===== config.mk =====
export PLATFORM = sky130hd
export DESIGN_NAME = pps_device_flat
export DESIGN_NICKNAME = d
export VERILOG_FILES = /design/src/rtl/pps_pkg.sv /design/src/rtl/pps_if.sv /design/src/rtl/pps_device.sv /design/src/flat_wrapper.sv
export VERILOG_INCLUDE_DIRS = /design/src /design/src/rtl
export SDC_FILE = /design/constraint.sdc
export NUM_CORES = 1
export LEC_CHECK = 0
export ABC_AREA = 1
export BUFFER_PORTS_ARGS = -buffer_cell sky130_fd_sc_hd__buf_2
export CAP_MARGIN = 0
export CORE_MARGIN = 2
export CORE_UTILIZATION = 30
export DETAILED_ROUTE_END_ITERATION = 7
export PLACE_DENSITY = 0.53
export SLEW_MARGIN = 20
export SYNTH_ARGS = -nofsm -noshare
export SYNTH_HDL_FRONTEND = slang
export SYNTH_SLANG_ARGS = --single-unit

===== constraint.sdc =====
create_clock -name clk -period 1.5 [get_ports clk]
set_clock_uncertainty 0.1 [all_clocks]
set_input_delay 0 -clock clk [delete_from_list [all_inputs] [get_ports clk]]
set_output_delay 0 -clock clk [all_outputs]
set_load 0.05 [all_outputs]

===== src/rtl/pps_regs.svh =====
// pps_regs.svh: register codes, host register addresses and field positions
// assumes: included by both ends and the bench, definitions only
`ifndef PPS_REGS_SVH
`define PPS_REGS_SVH
`define PPS_MODE_NORMAL 8'h09
`define PPS_MODE_PIPE_INIT 8'h08
`define PPS_MODE_CALIBRATE 8'h29
`define PPS_ADDR_PIXEL_MASK 8'h04
`define PPS_MASK_ALL 8'hFF
`define PPS_MODE_RESET 8'h09
`define PPS_MASK_RESET 8'hFF
`define PPS_ADDR_RESET 8'h00
`define PPS_MATCH_LO_BIT 6
`define PPS_MATCH_HI_BIT 7
`define PPS_PIPE_INIT_BIT 0
`define PPS_CAL_BIT 5
`define PPS_CAL_LEN 4'h8
`define PPS_ZERO_CURRENT 8'h00
// host registers of the controller, word addresses on the bus
`define PPS_HR_CTRL 4'h0
`define PPS_HR_STATUS 4'h1
`define PPS_HR_MODE 4'h2
`define PPS_HR_MASK 4'h3
`define PPS_CTRL_START_BIT 0
`endif


===== src/rtl/pps_pkg.sv =====
// pps_pkg.sv: shared types of the palette select block
// assumes: pps_regs.svh holds the numeric constants
package pps_pkg;
  typedef enum logic [1:0] {
    PPS_PORT_ADDR = 2'b00,
    PPS_PORT_MASK = 2'b10,
    PPS_PORT_RAM = 2'b01,
    PPS_PORT_MODE = 2'b11
  } pps_port_t;
endpackage


===== src/rtl/pps_if.sv =====
// pps_if.sv: link between the palette device and its host/window logic
// assumes: one clock; device samples strobes and pixels on clk
`timescale 1ns/1ps
interface pps_if;
  logic ctrl_sel_hi;
  logic ctrl_sel_lo;
  logic rd_wr;
  logic wr_strobe;
  logic [7:0] data;
  logic [1:0] palette_sel_lo;
  logic [1:0] palette_sel_hi;
  logic [7:0] pixel_a;
  logic [7:0] pixel_b;
  logic load_clock_out;
  logic load_clock_in;
  modport device (
    input ctrl_sel_hi, ctrl_sel_lo, rd_wr, wr_strobe, data,
    input palette_sel_lo, palette_sel_hi, pixel_a, pixel_b, load_clock_in,
    output load_clock_out
  );
  modport host (
    output ctrl_sel_hi, ctrl_sel_lo, rd_wr, wr_strobe, data,
    output palette_sel_lo, palette_sel_hi, pixel_a, pixel_b, load_clock_in,
    input load_clock_out
  );
endinterface


===== src/rtl/pps_device.sv =====
// pps_device.sv: palette device end, mode register, mask, select pipeline
// assumes: host strobes are synchronous to clk; two pixels per word (2:1 mux)
//
// Behaviour
// RQ1: selected only when both selects match bits
// RQ2: unselected device drives zero current
// RQ3: selects multiplexed exactly like pixel data
// RQ4: system uses at most four distinct codes
// RQ5: window logic selects exactly one device
// RQ6: per pixel decision to drive outputs
// RQ7: host programs mode before display
// RQ8: mode write C1=C0=1, 09H normal
// RQ9: 08H then 09H resets pipeline
// RQ10: 29H then 09H calibrates load clock
// RQ11: address write C1=C0=0, 04H mask
// RQ12: C1=1 C0=0 write loads mask
// RQ13: select aligned with pixel latency
//
// Design decision made at the host end: the Wishbone slave port.
`timescale 1ns/1ps
`include "pps_regs.svh"
module pps_device import pps_pkg::*; (
  // clock and reset
  input wire logic clk,
  input wire logic rst,
  // link to host and window logic
  pps_if.device link,
  // analog current outputs, digital stand-ins
  output logic [7:0] red_current_out,
  output logic [7:0] green_current_out,
  output logic [7:0] blue_current_out,
  // status
  output logic selected,
  output logic calibrated,
  output logic [7:0] operating_mode_one,
  output logic [7:0] pixel_mask
);
  logic [7:0] mode_ff, nxt_mode;
  logic [7:0] mask_ff, nxt_mask;
  logic [7:0] addr_ff, nxt_addr;
  logic [7:0] pa_ff, nxt_pa, pb_ff, nxt_pb;
  logic [1:0] sa_ff, nxt_sa, sb_ff, nxt_sb;
  logic phase_ff, nxt_phase;
  logic [7:0] pix_ff, nxt_pix;
  logic sel_ff, nxt_sel;
  logic [3:0] cal_ff, nxt_cal;
  logic cal_done_ff, nxt_cal_done;
  logic lco_ff, nxt_lco;
  logic [7:0] r_ff, nxt_r, g_ff, nxt_g, b_ff, nxt_b;
  logic wr_mode, wr_addr, wr_mask;
  logic sel_out_ff, nxt_sel_out;
  logic arm_ff, nxt_arm;

  // match test, shared by both pixels of a word
  function automatic logic match(input logic [1:0] s, input logic [7:0] mode);
    match = (s[0] == mode[`PPS_MATCH_LO_BIT]) &&
            (s[1] == mode[`PPS_MATCH_HI_BIT]); // RQ1
  endfunction

  // host write qualifier: strobe, write direction and the wanted C1/C0 pair
  function automatic logic port_wr(input logic strobe, input logic rw,
                                   input logic [1:0] port, input pps_port_t want);
    port_wr = strobe && !rw && (port == want);
  endfunction

  // operation field of a mode value, the match code above it left out,
  // so a device with a nonzero code still sees the init and cal sequence
  function automatic logic [5:0] mode_op(input logic [7:0] v);
    mode_op = v[`PPS_MATCH_LO_BIT-1:0];
  endfunction

  // host port decode: write strobe with rd_wr low, port picked by C1/C0
  always_comb begin
    wr_mode = port_wr(link.wr_strobe, link.rd_wr, {link.ctrl_sel_hi, link.ctrl_sel_lo},
                      PPS_PORT_MODE); // RQ8
    wr_addr = port_wr(link.wr_strobe, link.rd_wr, {link.ctrl_sel_hi, link.ctrl_sel_lo},
                      PPS_PORT_ADDR); // RQ11
    wr_mask = port_wr(link.wr_strobe, link.rd_wr, {link.ctrl_sel_hi, link.ctrl_sel_lo},
                      PPS_PORT_MASK) && (addr_ff == `PPS_ADDR_PIXEL_MASK); // RQ12
  end

  // register file next state
  always_comb begin
    nxt_mode = wr_mode ? link.data : mode_ff; // RQ8
    nxt_addr = wr_addr ? link.data : addr_ff; // RQ11
    nxt_mask = wr_mask ? link.data : mask_ff; // RQ12
  end

  // calibration: a mode write with the cal bit loads a fixed training window;
  // the normal-mode write after it only arms completion, which lands once the
  // window has run and the looped-back load clock agrees, so a host that
  // sends normal mode at once does not cut the training short
  always_comb begin
    nxt_cal = cal_ff;
    nxt_cal_done = cal_done_ff;
    nxt_lco = lco_ff;
    nxt_arm = arm_ff;
    if (wr_mode && link.data[`PPS_CAL_BIT]) begin
      nxt_cal = `PPS_CAL_LEN; // RQ10
      nxt_cal_done = 1'b0;
      nxt_arm = 1'b0;
    end else begin
      if (cal_ff != 4'h0) begin
        nxt_cal = cal_ff - 4'h1;
        nxt_lco = ~lco_ff; // training toggles on load clock out
      end
      if (arm_ff && cal_ff == 4'h0 && link.load_clock_in == lco_ff) begin
        nxt_cal_done = 1'b1; // RQ10
        nxt_arm = 1'b0;
      end
      // a fresh arming request wins over the clear above
      if (wr_mode && mode_op(link.data) == mode_op(`PPS_MODE_NORMAL) &&
          mode_op(mode_ff) == mode_op(`PPS_MODE_CALIBRATE)) begin
        nxt_arm = 1'b1; // RQ10
      end
    end
  end

  // pixel and select capture, same path and same stage for both (2:1 mux);
  // pipe init (mode bit 0 low) clears phase to 0 and flushes the pipe
  always_comb begin
    nxt_pa = link.pixel_a;
    nxt_pb = link.pixel_b;
    nxt_sa = link.palette_sel_lo; // RQ3
    nxt_sb = link.palette_sel_hi; // RQ3
    nxt_phase = ~phase_ff;
    if (!mode_ff[`PPS_PIPE_INIT_BIT]) begin
      nxt_phase = 1'b0; // RQ9
      nxt_pa = `PPS_ZERO_CURRENT;
      nxt_pb = `PPS_ZERO_CURRENT;
    end
    nxt_pix = (phase_ff ? pb_ff : pa_ff) & mask_ff;
    nxt_sel = match(phase_ff ? sb_ff : sa_ff, mode_ff); // RQ6 RQ13
  end

  // output stage: selection registered in step with its pixel
  always_comb begin
    nxt_r = sel_ff ? pix_ff : `PPS_ZERO_CURRENT; // RQ2 RQ13
    nxt_g = sel_ff ? pix_ff : `PPS_ZERO_CURRENT; // RQ2
    nxt_b = sel_ff ? pix_ff : `PPS_ZERO_CURRENT; // RQ2
    nxt_sel_out = sel_ff; // RQ13
  end

  // host-written registers
  always_ff @(posedge clk) begin
    if (rst) begin
      mode_ff <= `PPS_MODE_RESET;
      mask_ff <= `PPS_MASK_RESET;
      addr_ff <= `PPS_ADDR_RESET;
    end else begin
      mode_ff <= nxt_mode;
      mask_ff <= nxt_mask;
      addr_ff <= nxt_addr;
    end
  end

  // calibration state
  always_ff @(posedge clk) begin
    if (rst) begin
      cal_ff <= 4'h0;
      cal_done_ff <= 1'b0;
      lco_ff <= 1'b0;
      arm_ff <= 1'b0;
    end else begin
      cal_ff <= nxt_cal;
      cal_done_ff <= nxt_cal_done;
      lco_ff <= nxt_lco;
      arm_ff <= nxt_arm;
    end
  end

  // capture and pixel stage, selects beside their pixels
  always_ff @(posedge clk) begin
    if (rst) begin
      pa_ff <= `PPS_ZERO_CURRENT;
      pb_ff <= `PPS_ZERO_CURRENT;
      sa_ff <= 2'h0;
      sb_ff <= 2'h0;
      phase_ff <= 1'b0;
      pix_ff <= `PPS_ZERO_CURRENT;
      sel_ff <= 1'b0;
    end else begin
      pa_ff <= nxt_pa;
      pb_ff <= nxt_pb;
      sa_ff <= nxt_sa;
      sb_ff <= nxt_sb;
      phase_ff <= nxt_phase;
      pix_ff <= nxt_pix;
      sel_ff <= nxt_sel;
    end
  end

  // output stage; selected travels with its pixel, so the flag never
  // claims a pixel that the current outputs do not carry
  always_ff @(posedge clk) begin
    if (rst) begin
      r_ff <= `PPS_ZERO_CURRENT;
      g_ff <= `PPS_ZERO_CURRENT;
      b_ff <= `PPS_ZERO_CURRENT;
      sel_out_ff <= 1'b0;
    end else begin
      r_ff <= nxt_r;
      g_ff <= nxt_g;
      b_ff <= nxt_b;
      sel_out_ff <= nxt_sel_out;
    end
  end

  // outputs straight from flip-flops
  assign red_current_out = r_ff;
  assign green_current_out = g_ff;
  assign blue_current_out = b_ff;
  assign selected = sel_out_ff;
  assign calibrated = cal_done_ff;
  assign operating_mode_one = mode_ff;
  assign pixel_mask = mask_ff;
  assign link.load_clock_out = lco_ff;
endmodule


===== src/flat_wrapper.sv =====
// flat-port wrapper written by rule: the top's interface ports become plain ports
module pps_device_flat import pps_pkg::*;
  (clk, rst, red_current_out, green_current_out, blue_current_out, selected, calibrated, operating_mode_one, pixel_mask, link_ctrl_sel_hi, link_ctrl_sel_lo, link_rd_wr, link_wr_strobe, link_data, link_palette_sel_lo, link_palette_sel_hi, link_pixel_a, link_pixel_b, link_load_clock_in, link_load_clock_out);
  pps_if link_i ();
  input wire logic clk;
  input wire logic rst;
  output logic [7:0] red_current_out;
  output logic [7:0] green_current_out;
  output logic [7:0] blue_current_out;
  output logic selected;
  output logic calibrated;
  output logic [7:0] operating_mode_one;
  output logic [7:0] pixel_mask;
  input wire logic [$bits(link_i.ctrl_sel_hi)-1:0] link_ctrl_sel_hi;
  input wire logic [$bits(link_i.ctrl_sel_lo)-1:0] link_ctrl_sel_lo;
  input wire logic [$bits(link_i.rd_wr)-1:0] link_rd_wr;
  input wire logic [$bits(link_i.wr_strobe)-1:0] link_wr_strobe;
  input wire logic [$bits(link_i.data)-1:0] link_data;
  input wire logic [$bits(link_i.palette_sel_lo)-1:0] link_palette_sel_lo;
  input wire logic [$bits(link_i.palette_sel_hi)-1:0] link_palette_sel_hi;
  input wire logic [$bits(link_i.pixel_a)-1:0] link_pixel_a;
  input wire logic [$bits(link_i.pixel_b)-1:0] link_pixel_b;
  input wire logic [$bits(link_i.load_clock_in)-1:0] link_load_clock_in;
  output wire logic [$bits(link_i.load_clock_out)-1:0] link_load_clock_out;
  assign link_i.ctrl_sel_hi = link_ctrl_sel_hi;
  assign link_i.ctrl_sel_lo = link_ctrl_sel_lo;
  assign link_i.rd_wr = link_rd_wr;
  assign link_i.wr_strobe = link_wr_strobe;
  assign link_i.data = link_data;
  assign link_i.palette_sel_lo = link_palette_sel_lo;
  assign link_i.palette_sel_hi = link_palette_sel_hi;
  assign link_i.pixel_a = link_pixel_a;
  assign link_i.pixel_b = link_pixel_b;
  assign link_i.load_clock_in = link_load_clock_in;
  assign link_load_clock_out = link_i.load_clock_out;
  pps_device u_core (.clk(clk), .rst(rst), .link(link_i), .red_current_out(red_current_out), .green_current_out(green_current_out), .blue_current_out(blue_current_out), .selected(selected), .calibrated(calibrated), .operating_mode_one(operating_mode_one), .pixel_mask(pixel_mask));
endmodule

==> results by group <==
Logic synthesis
  – Synth Instances: 326
  – Synth warn: 0
  – Synthesized area: 0.00263 mm²
  – #FFs+latches synth: 70
  – Syn Area/Cell: 8.06 µm²
  – Cell variety after synth: 24
  – Mapped Nets: 363
  – Sequential cell area fraction in the yosys report: 53.3%

Timing
  – Setup ws final: 0.157 ns
  – RSZ-0062 raised after global routing: no
  – Final Max Slew Viols: 0
  – Setup_tns: 0 ns
  – Hold Slack: 0.304 ns
  – Max_slew headroom: 71.5%
  – Tightest Pin Transition: 0.426 ns
  – Final Hold Fails: 0
  – Fmax: 0.744 GHz
  – Final setup fails: 0
  – Period utilisation layout: 89.6%
  – Crit path time final: 1.34 ns

Detailed routing
  – DRT antenna net count: 0
  – First-pass detailed-route iteration total: 4
  – DR vias: 2283
  – Routed WL per cell: 10.8 µm
  – DRC Markers: 0
  – 1st-iter DRT viols: 86
  – WL final: 5880 µm
  – Vias per std cell: 4.18

Critical path
  – Req. time, crit path: 1.63 ns
  – CP endpoint kind: flop
  – Crit path arrival time: 1.48 ns
  – R2R depth: 8
  – CP Max Fanout: 8
  – CP Class: flop to flop
  – CP startpoint kind: flop

Hold path
  – Worst hold stages: 2
  – HP Class: flop to flop

Global route
  – Gr ovfl total: 0
  – Vias in the first global route: 2135
  – Initial antenna violation count: 0
  – Aggregate global-route resource usage: 12.9%
  – Largest net degree at the start of global routing: 18
  – First-pass GRT wire length: 9950 µm

Place
  – Post-place setup slack: 0.00113 ns
  – HPWL after DPL: 4180 µm
  – DP Cell Count: 492
  – GP Congestion: 0.763
  – Port buffer count: 77

Die
  – Die height: 97.6 µm
  – Die Width: 97.6 µm
  – Die ar.: 0.00953 mm²
  – IO Pins: 78
  – Initial core utilization: 30.6%
  – Num rows: 34
  – Core footprint: 0.00859 mm²

Final layout
  – Ant. Diodes: 0
  – P&R area growth vs syn: 38.3%
  – Most common cell after layout, fill and taps aside: nor2_1
  – Post-route insts no fill: 546
  – Number of fillers in the final layout: 887
  – Layout Nets: 470
  – Commonest cells after routing, fill and taps aside: nor2_1, buf_2, dfxtp_1, inv_1, dlygate4sd3_1
  – Share of cells above drive strength 1: 25.6%

Clock tree
  – TritonCTS Sinks: 70
  – Num CTS Buffers: 9
  – CTS tree: done
  – Clk_lat worst skew: 0.34 ns
  – # H-tree levels: 3
  – CTS root buffer: clkbuf_8
  – Clk buf depth: 2
  – Clk slew on worst S/H paths: 0.08 ns

Job
  – Max-Cap Viols: 0

Power
  – Maximum vdd ir drop: 0.000966 V
  – P per Cell Area: 1290 mW/mm²
  – Leakage: 1.82 nW

Outcome
  – Status: completed
through the flow:
step / cell area, µm² / total power, mW / utilization (%)
global route: 3630 / 4.95 / 42.3
global placement: 3020 / 2.89 / 35.2
detailed placement: 3020 / 2.92 / 35.2
finish: 3630 / 4.69 / 42.3
floorplan: 2630 / 2.72 / -
CTS: 3630 / 4.75 / 42.3
timing repair:
action	4_1_cts	5_1_grt
setup buffers	0	0
gates resized for setup	1	2
pin swaps	0	1
hold buffers	38	0
endpoints found under the hold margin	48	0
endpoints found under the setup margin	1	3
registers in the layout (all words and copies together) (netlist names):
register                    count
u_core.arm_ff                   1
u_core.nxt_sel_out              1
u_core.cal_ff                   4
u_core.addr_ff                  8
u_core.sa_ff                    2
u_core.red_current_out          8
u_core.calibrated               1
u_core.phase_ff                 1
u_core.operating_mode_one       8
u_core.pixel_mask               8
u_core.pb_ff                    8
u_core.pix_ff                   8
u_core.sb_ff                    2
u_core.pa_ff                    8
u_core.selected                 1
u_core.link.load_clock_out      1
area by class of cell:
class | count | area, µm² | area share [%]
timing repair buffer | 118 | 788 | 21.7
multi-input combinational | 188 | 910 | 25.0
clock inverter | 7 | 104 | 2.86
tap | 108 | 135 | 3.72
inverter | 46 | 173 | 4.75
sequential | 70 | 1400 | 38.6
clock buffer | 9 | 124 | 3.41
layer usage:
metal / global-route usage (%) / part of all wire (%) / up-vias
met5: 0 / 0 / -
met4: 4.17 / 1.4 / 0
met3: 3.96 / 5.7 / 8
met2: 19.9 / 43 / 70
met1: 17.3 / 50 / 997
li1: - / - / 1208
synth_stat cells, drive strengths merged:
cell / count / area [µm²]
a21oi: 10 / 50.1
buf: 22 / 150
clkinv: 1 / 3.75
dfxtp: 70 / 1400
ha: 2 / 25.0
inv: 45 / 169
nand2: 40 / 178
nand3: 24 / 125
nand3b: 1 / 7.51
nand4: 1 / 6.26
nor2: 82 / 332
nor3: 4 / 36.3
o211ai: 10 / 75.1
o21ai: 14 / 70.1
report_power, final:
group | internal [mW] | total (mW) | switching [mW] | leakage (nW)
sequential | 2.00 | 2.08 | 0.0806 | 0.575
combinational | 0.334 | 0.893 | 0.559 | 1.13
clock | 0.956 | 1.72 | 0.765 | 0.114
worst paths after layout:
check	slack, ns	start	end
hold reg to reg	0.30	u_core.pix_ff[0]$_SDFF_PP0_	u_core.red_current_out[0]$_SDFF_PP0_
hold / removal	0.30	u_core.pix_ff[0]$_SDFF_PP0_	u_core.red_current_out[0]$_SDFF_PP0_
setup reg to reg	0.16	u_core.cal_ff[0]$_SDFFE_PP0P_	u_core.calibrated$_SDFFE_PP0P_
setup / recovery	0.16	u_core.cal_ff[0]$_SDFFE_PP0P_	u_core.calibrated$_SDFFE_PP0P_
cells by family (layout without fill, tap and decap cells):
family,Yosys count,count (layout),share of synthesized area [%]
flops,70,70,53.3
fa+ha+maj,2,2,0.952
compound gates,34,34,7.42
buf+inv,68,180,12.3
simple gates,152,152,26.0
worst max-delay path, cell delays in order, from the launching register on:
cell and delay (ns):
dfxtp_1 0.37, inv_1 0.09, ha_1 0.20, inv_1 0.06
nor2_2 0.05, nand2_2 0.15, nor2_1 0.06, a21oi_1 0.12
nor2_1 0.05
No activity file was read; power rests on OpenSTA's default activity.
